### src/hdl/frwes_cfg.svh
// Offsets, field positions, reset values and timing counts of the flash sequencer.
`ifndef FRWES_CFG_SVH
`define FRWES_CFG_SVH

`define FRWES_OFF_ADDR_LOW 3'h0
`define FRWES_OFF_ADDR_HIGH 3'h1
`define FRWES_OFF_DATA_LOW 3'h2
`define FRWES_OFF_DATA_HIGH 3'h3
`define FRWES_OFF_CONTROL 3'h4
`define FRWES_OFF_UNLOCK 3'h5
`define FRWES_NUM_REGS 3'h6

`define FRWES_CTRL_FILL 7
`define FRWES_CTRL_CONFIG_SPACE_SELECT 6
`define FRWES_CTRL_LATCH_ONLY 5
`define FRWES_CTRL_ERASE 4
`define FRWES_CTRL_ERR 3
`define FRWES_CTRL_PROGRAM_ENABLE 2
`define FRWES_CTRL_GO 1
`define FRWES_ADDR_HIGH_FILL 8'h80

`define FRWES_UNLOCK_KEY1 8'h55
`define FRWES_UNLOCK_KEY2 8'haa
`define FRWES_LATCH_BLANK 14'h3fff
`define FRWES_NUM_LATCHES 32
`define FRWES_ADDR_W 15
`define FRWES_DATA_W 14
`define FRWES_ROW_W 10
`define FRWES_IDX_W 5

`define FRWES_CLK_PERIOD_NS 10
`define FRWES_SETUP_CYCLES 32'h2
`define FRWES_OP_TIME_NS 2000000

`define FRWES_RESP_OKAY 2'h0
`define FRWES_RESP_SLVERR 2'h2

`endif

### src/hdl/frwes_pkg.sv
// Types shared by the flash sequencer modules.
`include "frwes_cfg.svh"

package frwes_pkg;

    typedef enum logic [1:0] {SEQ_IDLE, SEQ_SETUP, SEQ_BUSY} frwes_seq_t;
    typedef enum logic [1:0] {OP_LATCH, OP_ERASE, OP_PROGRAM} frwes_op_t;
    typedef enum logic [1:0] {UNL_IDLE, UNL_KEY1, UNL_ARMED} frwes_unlock_t;

    typedef struct packed {
        logic [`FRWES_NUM_LATCHES-1:0][`FRWES_DATA_W-1:0] word;
    } frwes_latch_state_t;

    typedef struct packed {
        logic awHave;
        logic awMapped;
        logic [2:0] awIdx;
        logic wHave;
        logic [7:0] wData;
        logic wLane0;
        logic awready;
        logic wready;
        logic bvalid;
        logic [1:0] bresp;
        logic arHave;
        logic arMapped;
        logic [2:0] arIdx;
        logic arready;
        logic rvalid;
        logic [1:0] rresp;
        logic [7:0] rdata;
        logic regWr;
        logic [2:0] regIdx;
        logic [7:0] regData;
        logic rdPulse;
    } frwes_axi_state_t;

    typedef struct packed {
        logic [`FRWES_ADDR_W-1:0] addr;
        logic [`FRWES_DATA_W-1:0] data;
        logic config_space_select;
        logic latch_only;
        logic eraseSel;
        logic errFlag;
        logic program_enable;
        logic go;
        frwes_unlock_t unlock;
        frwes_seq_t seq;
        frwes_op_t op;
        logic [31:0] count;
        logic [`FRWES_ROW_W-1:0] rowAddr;
        logic flashErase;
        logic flashProgram;
        logic cpuStall;
        logic nopForce;
        logic latchLoad;
        logic latchClear;
        logic [`FRWES_IDX_W-1:0] loadIdx;
        logic [`FRWES_DATA_W-1:0] loadData;
        logic abortSync1;
        logic abortSync2;
    } frwes_seq_state_t;

endpackage : frwes_pkg

### src/hdl/frwes_sequencer.sv
// Flash row erase and write sequencer with its register file and write latches.
//
// The implementer's own choices: the AXI4-Lite interface to the registers and the register offsets.
`timescale 1ns/1ps
`default_nettype none

////////////////////////////////////////////////////////////////////////////////////////////////////
// Notes on behaviour
// - Running code erases only whole rows.
// - Go is followed by two setup cycles.
// - Row erase stalls execution about 2 ms.
// - After stall, execution resumes third instruction.
// - Programming never erases words first.
// - One program writes at most 32 words.
// - Address bits 14:5 row, 4:0 latch.
// - A write never crosses a row boundary.
// - Latches return blank after write or erase.
// - Latch-only go loads addressed latch only.
// - Otherwise, unless erase is selected, go loads latch, programs whole row.
// - Only an unbroken unlock starts anything.
// - Latch loading stalls only two cycles.
// - Row program stalls until write completes.
// - Hardware clears go; software only sets it.
// - Enable clear at power-up, gates operations.
// - Reset during erase or write sets error.
// - Unlock register reads back zero.
module frwes_sequencer #(
    parameter int unsigned OP_CYCLES = `FRWES_OP_TIME_NS / `FRWES_CLK_PERIOD_NS
) (
    input wire logic clk,
    input wire logic rstn,
    input wire logic sysResetReq,
    input wire logic [31:0] s_axi_awaddr,
    input wire logic s_axi_awvalid,
    output logic s_axi_awready,
    input wire logic [31:0] s_axi_wdata,
    input wire logic [3:0] s_axi_wstrb,
    input wire logic s_axi_wvalid,
    output logic s_axi_wready,
    output logic [1:0] s_axi_bresp,
    output logic s_axi_bvalid,
    input wire logic s_axi_bready,
    input wire logic [31:0] s_axi_araddr,
    input wire logic s_axi_arvalid,
    output logic s_axi_arready,
    output logic [31:0] s_axi_rdata,
    output logic [1:0] s_axi_rresp,
    output logic s_axi_rvalid,
    input wire logic s_axi_rready,
    output logic cpuStall,
    output logic nopForce,
    output logic flashErase,
    output logic flashProgram,
    output logic [`FRWES_ROW_W-1:0] flashRowAddr,
    output logic [`FRWES_NUM_LATCHES*`FRWES_DATA_W-1:0] flashRowData
);

    ////////////////////////////////////////////////////////////////////////////////////////////////
    // Bus slave and write latches.

    frwes_pkg::frwes_seq_state_t s;
    frwes_pkg::frwes_seq_state_t next_s;
    logic regWr;
    logic [2:0] regIdx;
    logic [7:0] regData;
    logic rdPulse;
    logic [2:0] rdIdx;
    logic [7:0] rdData;
    logic goRequest;
    logic goAllowed;

    frwes_axil_slave u_bus (
        .clk(clk),
        .rstn(rstn),
        .s_axi_awaddr(s_axi_awaddr),
        .s_axi_awvalid(s_axi_awvalid),
        .s_axi_awready(s_axi_awready),
        .s_axi_wdata(s_axi_wdata),
        .s_axi_wstrb(s_axi_wstrb),
        .s_axi_wvalid(s_axi_wvalid),
        .s_axi_wready(s_axi_wready),
        .s_axi_bresp(s_axi_bresp),
        .s_axi_bvalid(s_axi_bvalid),
        .s_axi_bready(s_axi_bready),
        .s_axi_araddr(s_axi_araddr),
        .s_axi_arvalid(s_axi_arvalid),
        .s_axi_arready(s_axi_arready),
        .s_axi_rdata(s_axi_rdata),
        .s_axi_rresp(s_axi_rresp),
        .s_axi_rvalid(s_axi_rvalid),
        .s_axi_rready(s_axi_rready),
        .regWr(regWr),
        .regIdx(regIdx),
        .regData(regData),
        .rdPulse(rdPulse),
        .rdIdx(rdIdx),
        .rdData(rdData)
    );

    frwes_latch_bank u_latches (
        .clk(clk),
        .rstn(rstn),
        .clearAll(s.latchClear),
        .loadEn(s.latchLoad),
        .loadIdx(s.loadIdx),
        .loadData(s.loadData),
        .latchWords(flashRowData)
    );

    ////////////////////////////////////////////////////////////////////////////////////////////////
    // Register read data.

    always_comb begin
        rdData = 8'h0;
        unique case (rdIdx)
            `FRWES_OFF_ADDR_LOW: begin
                rdData = s.addr[7:0];
            end
            `FRWES_OFF_ADDR_HIGH: begin
                rdData = `FRWES_ADDR_HIGH_FILL | {1'b0, s.addr[14:8]};
            end
            `FRWES_OFF_DATA_LOW: begin
                rdData = s.data[7:0];
            end
            `FRWES_OFF_DATA_HIGH: begin
                rdData = {2'h0, s.data[13:8]};
            end
            `FRWES_OFF_CONTROL: begin
                rdData[`FRWES_CTRL_FILL] = 1'b1;
                rdData[`FRWES_CTRL_CONFIG_SPACE_SELECT] = s.config_space_select;
                rdData[`FRWES_CTRL_LATCH_ONLY] = s.latch_only;
                rdData[`FRWES_CTRL_ERASE] = s.eraseSel;
                rdData[`FRWES_CTRL_ERR] = s.errFlag;
                rdData[`FRWES_CTRL_PROGRAM_ENABLE] = s.program_enable;
                rdData[`FRWES_CTRL_GO] = s.go;
            end
            default: begin
                rdData = 8'h0;
            end
        endcase
    end

    ////////////////////////////////////////////////////////////////////////////////////////////////
    // Go request qualification.

    always_comb begin
        goRequest = regWr && (regIdx == `FRWES_OFF_CONTROL) && regData[`FRWES_CTRL_GO] && !s.go;
        goAllowed = (s.unlock == frwes_pkg::UNL_ARMED) && s.program_enable && !s.config_space_select;
    end

    ////////////////////////////////////////////////////////////////////////////////////////////////
    // Sequencer next state.

    always_comb begin
        next_s = s;
        next_s.latchLoad = 1'b0;
        next_s.latchClear = 1'b0;
        next_s.abortSync1 = sysResetReq;
        next_s.abortSync2 = s.abortSync1;

        if (regWr) begin
            unique case (regIdx)
                `FRWES_OFF_ADDR_LOW: begin
                    next_s.addr[7:0] = regData;
                end
                `FRWES_OFF_ADDR_HIGH: begin
                    next_s.addr[14:8] = regData[6:0];
                end
                `FRWES_OFF_DATA_LOW: begin
                    next_s.data[7:0] = regData;
                end
                `FRWES_OFF_DATA_HIGH: begin
                    next_s.data[13:8] = regData[5:0];
                end
                `FRWES_OFF_CONTROL: begin
                    if (s.seq == frwes_pkg::SEQ_IDLE) begin
                        next_s.config_space_select = regData[`FRWES_CTRL_CONFIG_SPACE_SELECT];
                        next_s.latch_only = regData[`FRWES_CTRL_LATCH_ONLY];
                        next_s.eraseSel = regData[`FRWES_CTRL_ERASE];
                        next_s.program_enable = regData[`FRWES_CTRL_PROGRAM_ENABLE];
                        next_s.errFlag = regData[`FRWES_CTRL_ERR];
                    end
                end
                default: begin
                end
            endcase
            if (regIdx == `FRWES_OFF_UNLOCK && regData == `FRWES_UNLOCK_KEY1) begin
                next_s.unlock = frwes_pkg::UNL_KEY1;
            end else if (regIdx == `FRWES_OFF_UNLOCK && regData == `FRWES_UNLOCK_KEY2
                         && s.unlock == frwes_pkg::UNL_KEY1) begin
                next_s.unlock = frwes_pkg::UNL_ARMED;
            end else begin
                next_s.unlock = frwes_pkg::UNL_IDLE;
            end
        end else if (rdPulse) begin
            next_s.unlock = frwes_pkg::UNL_IDLE;
        end

        if (goRequest && s.seq == frwes_pkg::SEQ_IDLE) begin
            if (goAllowed) begin
                next_s.go = 1'b1;
                next_s.seq = frwes_pkg::SEQ_SETUP;
                next_s.cpuStall = 1'b1;
                next_s.nopForce = 1'b1;
                next_s.count = `FRWES_SETUP_CYCLES - 32'h1;
                next_s.rowAddr = s.addr[14:5];
                if (s.eraseSel) begin
                    next_s.op = frwes_pkg::OP_ERASE;
                end else begin
                    next_s.latchLoad = 1'b1;
                    next_s.loadIdx = s.addr[4:0];
                    next_s.loadData = s.data;
                    next_s.op = s.latch_only ? frwes_pkg::OP_LATCH : frwes_pkg::OP_PROGRAM;
                end
            end else begin
                next_s.errFlag = 1'b1;
            end
        end

        unique case (s.seq)
            frwes_pkg::SEQ_IDLE: begin
            end
            frwes_pkg::SEQ_SETUP: begin
                next_s.count = s.count - 32'h1;
                if (s.count == 32'h0) begin
                    next_s.nopForce = 1'b0;
                    if (s.op == frwes_pkg::OP_LATCH) begin
                        next_s.seq = frwes_pkg::SEQ_IDLE;
                        next_s.cpuStall = 1'b0;
                        next_s.go = 1'b0;
                    end else begin
                        next_s.seq = frwes_pkg::SEQ_BUSY;
                        next_s.count = 32'(OP_CYCLES - 1);
                        next_s.flashErase = (s.op == frwes_pkg::OP_ERASE);
                        next_s.flashProgram = (s.op == frwes_pkg::OP_PROGRAM);
                    end
                end
            end
            frwes_pkg::SEQ_BUSY: begin
                next_s.count = s.count - 32'h1;
                if (s.count == 32'h0) begin
                    next_s.seq = frwes_pkg::SEQ_IDLE;
                    next_s.cpuStall = 1'b0;
                    next_s.flashErase = 1'b0;
                    next_s.flashProgram = 1'b0;
                    next_s.latchClear = 1'b1;
                    next_s.go = 1'b0;
                    if (s.op == frwes_pkg::OP_ERASE) begin
                        next_s.eraseSel = 1'b0;
                    end
                end
            end
            default: begin
                next_s.seq = frwes_pkg::SEQ_IDLE;
            end
        endcase

        if (s.abortSync2) begin
            if (s.seq != frwes_pkg::SEQ_IDLE && s.op != frwes_pkg::OP_LATCH) begin
                next_s.errFlag = 1'b1;
            end
            next_s.seq = frwes_pkg::SEQ_IDLE;
            next_s.go = 1'b0;
            next_s.cpuStall = 1'b0;
            next_s.nopForce = 1'b0;
            next_s.flashErase = 1'b0;
            next_s.flashProgram = 1'b0;
            next_s.latchLoad = 1'b0;
            next_s.latchClear = 1'b1;
            next_s.unlock = frwes_pkg::UNL_IDLE;
            next_s.addr = '0;
            next_s.config_space_select = 1'b0;
            next_s.latch_only = 1'b0;
            next_s.eraseSel = 1'b0;
            next_s.program_enable = 1'b0;
        end
    end

    ////////////////////////////////////////////////////////////////////////////////////////////////
    // State register.

    always_ff @(posedge clk) begin
        if (!rstn) begin
            s <= '0;
        end else begin
            s <= next_s;
        end
    end

    assign cpuStall = s.cpuStall;
    assign nopForce = s.nopForce;
    assign flashErase = s.flashErase;
    assign flashProgram = s.flashProgram;
    assign flashRowAddr = s.rowAddr;

endmodule : frwes_sequencer

`default_nettype wire

### src/hdl/frwes_latch_bank.sv
// Word write latches that hold one flash row until it is programmed.
`timescale 1ns/1ps
`default_nettype none

module frwes_latch_bank (
    input wire logic clk,
    input wire logic rstn,
    input wire logic clearAll,
    input wire logic loadEn,
    input wire logic [`FRWES_IDX_W-1:0] loadIdx,
    input wire logic [`FRWES_DATA_W-1:0] loadData,
    output logic [`FRWES_NUM_LATCHES*`FRWES_DATA_W-1:0] latchWords
);

    frwes_pkg::frwes_latch_state_t s;
    frwes_pkg::frwes_latch_state_t next_s;

    always_comb begin
        next_s = s;
        for (int i = 0; i < `FRWES_NUM_LATCHES; i++) begin
            if (clearAll) begin
                next_s.word[i] = `FRWES_LATCH_BLANK;
            end else if (loadEn && (loadIdx == i[`FRWES_IDX_W-1:0])) begin
                next_s.word[i] = loadData;
            end
        end
    end

    always_ff @(posedge clk) begin
        if (!rstn) begin
            s <= {`FRWES_NUM_LATCHES{`FRWES_LATCH_BLANK}};
        end else begin
            s <= next_s;
        end
    end

    assign latchWords = s.word;

endmodule : frwes_latch_bank

`default_nettype wire

### src/hdl/frwes_axil_slave.sv
// AXI4-Lite slave that turns bus accesses into register strobes.
`timescale 1ns/1ps
`default_nettype none

module frwes_axil_slave (
    input wire logic clk,
    input wire logic rstn,
    input wire logic [31:0] s_axi_awaddr,
    input wire logic s_axi_awvalid,
    output logic s_axi_awready,
    input wire logic [31:0] s_axi_wdata,
    input wire logic [3:0] s_axi_wstrb,
    input wire logic s_axi_wvalid,
    output logic s_axi_wready,
    output logic [1:0] s_axi_bresp,
    output logic s_axi_bvalid,
    input wire logic s_axi_bready,
    input wire logic [31:0] s_axi_araddr,
    input wire logic s_axi_arvalid,
    output logic s_axi_arready,
    output logic [31:0] s_axi_rdata,
    output logic [1:0] s_axi_rresp,
    output logic s_axi_rvalid,
    input wire logic s_axi_rready,
    output logic regWr,
    output logic [2:0] regIdx,
    output logic [7:0] regData,
    output logic rdPulse,
    output logic [2:0] rdIdx,
    input wire logic [7:0] rdData
);

    frwes_pkg::frwes_axi_state_t s;
    frwes_pkg::frwes_axi_state_t next_s;

    always_comb begin
        next_s = s;
        next_s.regWr = 1'b0;
        next_s.rdPulse = 1'b0;
        if (s_axi_awvalid && s.awready) begin
            next_s.awHave = 1'b1;
            next_s.awIdx = s_axi_awaddr[4:2];
            next_s.awMapped = (s_axi_awaddr[31:5] == 27'h0) && (s_axi_awaddr[4:2] < `FRWES_NUM_REGS);
        end
        if (s_axi_wvalid && s.wready) begin
            next_s.wHave = 1'b1;
            next_s.wData = s_axi_wdata[7:0];
            next_s.wLane0 = s_axi_wstrb[0];
        end
        if (s_axi_bready && s.bvalid) begin
            next_s.bvalid = 1'b0;
        end
        if (s.awHave && s.wHave && !s.bvalid) begin
            next_s.awHave = 1'b0;
            next_s.wHave = 1'b0;
            next_s.bvalid = 1'b1;
            next_s.bresp = s.awMapped ? `FRWES_RESP_OKAY : `FRWES_RESP_SLVERR;
            next_s.regWr = s.awMapped && s.wLane0;
            next_s.regIdx = s.awIdx;
            next_s.regData = s.wData;
        end
        if (s_axi_arvalid && s.arready) begin
            next_s.arHave = 1'b1;
            next_s.arIdx = s_axi_araddr[4:2];
            next_s.arMapped = (s_axi_araddr[31:5] == 27'h0) && (s_axi_araddr[4:2] < `FRWES_NUM_REGS);
        end
        if (s.arHave && !s.rvalid) begin
            next_s.rvalid = 1'b1;
            next_s.rdata = s.arMapped ? rdData : 8'h0;
            next_s.rresp = s.arMapped ? `FRWES_RESP_OKAY : `FRWES_RESP_SLVERR;
            next_s.rdPulse = s.arMapped;
        end
        if (s_axi_rready && s.rvalid) begin
            next_s.rvalid = 1'b0;
            next_s.arHave = 1'b0;
        end
        next_s.awready = !next_s.awHave && !next_s.bvalid;
        next_s.wready = !next_s.wHave && !next_s.bvalid;
        next_s.arready = !next_s.arHave;
    end

    always_ff @(posedge clk) begin
        if (!rstn) begin
            s <= '0;
        end else begin
            s <= next_s;
        end
    end

    assign s_axi_awready = s.awready;
    assign s_axi_wready = s.wready;
    assign s_axi_bvalid = s.bvalid;
    assign s_axi_bresp = s.bresp;
    assign s_axi_arready = s.arready;
    assign s_axi_rvalid = s.rvalid;
    assign s_axi_rresp = s.rresp;
    assign s_axi_rdata = {24'h0, s.rdata};
    assign regWr = s.regWr;
    assign regIdx = s.regIdx;
    assign regData = s.regData;
    assign rdPulse = s.rdPulse;
    assign rdIdx = s.arIdx;

endmodule : frwes_axil_slave

`default_nettype wire

### config.mk
export PLATFORM = sky130hd
export DESIGN_NAME = frwes_sequencer
export DESIGN_NICKNAME = d
export VERILOG_FILES = /design/src/hdl/frwes_pkg.sv /design/src/hdl/frwes_sequencer.sv /design/src/hdl/frwes_latch_bank.sv /design/src/hdl/frwes_axil_slave.sv
export VERILOG_INCLUDE_DIRS = /design/src /design/src/hdl
export SDC_FILE = /design/constraint.sdc
export NUM_CORES = 1
export LEC_CHECK = 0
export BUFFER_PORTS_ARGS = -buffer_cell sky130_fd_sc_hd__buf_2
export CELL_PAD_IN_SITES_DETAIL_PLACEMENT = 1
export CELL_PAD_IN_SITES_GLOBAL_PLACEMENT = 1
export CORE_ASPECT_RATIO = 0.9
export CORE_MARGIN = 3
export CORE_UTILIZATION = 39
export CTS_BUF_LIST = sky130_fd_sc_hd__clkbuf_8
export DETAILED_ROUTE_END_ITERATION = 6
export PLACE_DENSITY_LB_ADDON = 0.1
export SLEW_MARGIN = 20
export SYNTH_ARGS = -nofsm -noshare
export SYNTH_HDL_FRONTEND = slang
export SYNTH_SLANG_ARGS = --single-unit
### constraint.sdc
create_clock -name clk -period 3.25 [get_ports clk]
set_input_delay 0.4875 -clock clk [delete_from_list [all_inputs] [get_ports clk]]
set_output_delay 0.4875 -clock clk [all_outputs]
set_load 0.1 [all_outputs]
==> summary.md <==
| Metric | Value |
|---|---|
| Worst slew pin tran | between 1 and 1.5 ns |
| Fin. max-slew vios | 0 |
| Max frequency | ~0.37 GHz |
| Share of the synthesized area in the top cell type | a little over half |
| Placed cell area | between 20000 and 30000 um2 |
| Ys flop type | dfxtp_1 |
| Synth Instances | between 2k and 3k |
| Via density | 5.28 |
| Chip height | roughly 240 um |
| Register-to-register setup slack | about 0.58 ns |
| Yosys warning count | 0 |
| Leak pwr | 13.0 nW |
| Setup slack after layout | about 0.58 ns |
| Minimum clock period | 2.67 ns |
| Cell with the most instances after synthesis | nand2_1 |
| Clock share of power | between 40% and 50% |
| Worst Setup SP | s[57] |
| Crit path kind | flip-flop to flip-flop |
| Tot Pwr | about 15 mW |
| Global-route wire length before repair | 138000 um |
| GRT overflow | 0 |
| Reg area | roughly 12000 um2 |
| Crit end category | flip-flop |
| Critical path fanouts, max | 8 |
| CTS tree | built |
| RSZ-0062 raised after global routing | false |
| Area occupied by multi-input gates | approximately 9700 um2 |
| Via count | 22.5k |
| Fill count | approximately 7.3k |
| # IOs | a little over 600 |
| GPL Wtd Cong | approximately 0.83 |
| Core ar. | about 58000 um2 |
| Required time worst endpoint | ~3.8 ns |
| Cell area after layout | between 20000 and 30000 um2 |
| Sum of negative setup slack | 0 ns |
| FF-to-FF Start | s[57] |
| Pin count of the biggest net entering global routing | ~160 |
| Die width | about 260 um |
| Fin crit share | between 80% and 90% |
| Number of remaining DRC errors | 0 |
| #FFs+latches synth | between 600 and 700 |
| FFs w/ async S/R, synth | 0% |
| Hold Crit Start | s_axi_awaddr[4] |
| Area contributors post-synth | dfxtp_1 (53%), nand2_1 (17%), nand3_1 (10%), clkbuf_1 (3.5%), mux2i_1 (2.4%) |
| Vias in the first global route | ~22k |
| # diodes | 0 |
| CP arrival | roughly 3.2 ns |
| CTS sink count | between 600 and 700 |
| R2R depth | 5 |
| Post-route ant nets | 0 |
| Sequential fraction of design power | approximately 51% |
| Status | complete, no violations |
| Dpl hpwl | roughly 63000 um |
| Sequential share of the synthesized area | a little over half |
| Drt pass-1 iters | 5 |
| Max VDD drop | between 0.2 and 0.3 mV |
| CTS clk-pin slew, worst paths | 0.06 ns |
| Clock Tree Buf Depth | 3 |
| Layout area overhead | 24.1% |
| Hold_ws | about 0.063 ns |
| Number of synthesized flops with an enable pin | 0 |
| Final nets | roughly 3.5k |
| Mapped Avg Cell Area | approximately 7.9 um2 |
| Worst hold stages | 3 |
| Clock latency on the worst-skew pair | ~0.70 ns |
| Final std cells w/o fill | about 4.3k |
| Most frequent cells after synthesis | nand2_1 (1047), dfxtp_1 (606), nand3_1 (464) |
| Port Buffers | ~550 |
| Switching share of power | about a quarter |
| Hold/Removal Path Class | primary input to flip-flop |
| Post-Route WL | around 92000 um |
| Final setup fails | 0 |
| Total CTS buffers | 99 |
| Final Skew | 0.0248 ns |
| Max cap viols | 0 |
| Routed len/inst | 21.6 um |
| CP Launch Type | flip-flop |
| Logic pwr share | under 10% |
| Hold Path End | u_bus.s[47] |
| Site Rows | 83 |
| Slew HR | around a fifth |
| Cell Pwr Density | between 500 and 600 nW/um2 |
| Placed cells | about 4k |
| Initial antenna violation count | 0 |
| Layout cells sized above 1 | between 20% and 30% |
| CTS H-tree depth | 3 |
| Initial Utilization | around two fifths |
| Total GRT Usage | slightly below 30% |
| Int Pwr | ~11 mW |
| Core Util, Final | roughly 49% |
| Endpoints failing hold | 0 |
| Synth unique cells | between 60 and 70 |
| CTS Root Cell | clkbuf_8 |
| Area leader, netlist | dfxtp_1 |
| Pre-CTS setup slack | between 0.5 and 0.6 ns |
| Die ar. | between 60000 and 70000 um2 |
| Switching pwr | around 3.5 mW |
| Crit Reg-Reg Endpoint | s[57] |
| DRT iter0 DRCs | ~1.6k |
| Post-Syn Area | between 20000 and 25000 um2 |
[cell usage in the layout, fill, tap and decap left out, drive strengths merged, types with 5 or more instances in the layout]
cell type / Yosys / routed
and2: 9 / 9
nand3: 464 / 464
nor3: 35 / 35
or4: 10 / 10
o31ai: 8 / 8
nor2b: 7 / 7
or3: 12 / 12
nand4: 11 / 11
mux2i: 54 / 54
ha: 5 / 5
nor4: 33 / 33
o21a: 5 / 5
or2: 9 / 9
and3: 5 / 5
dfxtp: 606 / 606
a21oi: 84 / 84
nand2: 1047 / 1047
a31oi: 10 / 10
buf: 57 / 636
dlygate4sd3: 0 / 9
nand2b: 10 / 10
conb: 1 / 26
nor2: 113 / 113
clkbuf: 216 / 132
o21ai: 31 / 31
inv: 12 / 54
[repair_timing]
| action | 4_1_cts | 5_1_grt |
|---|---|---|
| hold endpoints to repair | 9 | 0 |
| hold buffers | 9 | 0 |
| setup buffers | 0 | 0 |
| resized for setup | 0 | 0 |
[layer usage]
metal | vias to the layer above | global-route usage [%] | wire (um)
met5 | - | 0 | 0
met4 | 0 | 11.6 | 3750
met3 | 190 | 5.52 | 5970
met2 | 748 | 46.8 | 43000
met1 | 11000 | 37.6 | 39600
li1 | 10600 | - | -
[area by class of cell]
class | count | area share, %
inverter | 13 | 0.171
clock inverter | 48 | 0.814
clock buffer | 132 | 6.38
timing repair buffer | 645 | 12.5
tap | 765 | 3.36
multi-input combinational | 2054 | 34.1
sequential | 606 | 42.7
[kinds of logic (layout without fill, tap and decap cells)]
logic type / after synthesis / count (layout) / synth area share (%)
AO/OA/AOI/OAI: 174 / 174 / 4.50
XOR/XNOR: 3 / 3 / 0.115
adder cells (fa/ha/maj): 5 / 5 / 0.273
buffers and inverters: 286 / 838 / 5.53
flip-flops: 606 / 606 / 52.9
multiplexers: 59 / 59 / 2.75
other: 1 / 26 / 0.0164
AND/OR/NAND/NOR: 1787 / 1787 / 33.9
[state kept, by name, summed over array words and instances (netlist names)]
| name | cells |
|---|---|
| u_bus.s_axi_bvalid | 1 |
| s | 95 |
| u_bus.s_axi_rdata | 8 |
| flashRowAddr | 10 |
| u_bus.regIdx | 3 |
| flashErase | 1 |
| u_bus.s_axi_bresp | 1 |
| flashProgram | 1 |
| u_bus.s_axi_awready | 1 |
| u_bus.s_axi_wready | 1 |
| u_bus.s_axi_rvalid | 1 |
| u_bus.s_axi_arready | 1 |
| u_latches.latchWords | 448 |
| nopForce | 1 |
| u_bus.s | 17 |
| u_bus.rdPulse | 1 |
| next_s | 1 |
| cpuStall | 1 |
| u_bus.s_axi_rresp | 1 |
| u_bus.rdIdx | 3 |
| u_bus.regData | 8 |
| u_bus.regWr | 1 |
[how the worst max path moves through the flow]
| stage | depth (start not counted) | end |
|---|---|---|
| floorplan | 6 | s[57] |
| global placement | 5 | s[57] |
| finish | 5 | s[57] |
| global route | 5 | flashErase |
| CTS | 5 | s[57] |
| detailed placement | 5 | s[57] |
[power by group through the flow]
stage / registers, mW / logic (mW) / clock network, mW
after floorplan: 7.66 / 0.342 / 0
after global placement: 7.63 / 0.459 / 0
after detailed placement: 7.64 / 0.466 / 0
after CTS: 7.47 / 0.475 / 6.97
after global routing: 7.47 / 0.509 / 7.31
final: 7.47 / 0.477 / 6.81
[worst max-delay path: stages (launching register included)]
cell and delay, ns:
dfxtp_1 0.35, or4_4 0.58, or3_1 0.53, or4b_4 0.67, and3_1 0.17, mux2_2 0.25
No activity file was read; power rests on OpenSTA's default activity.
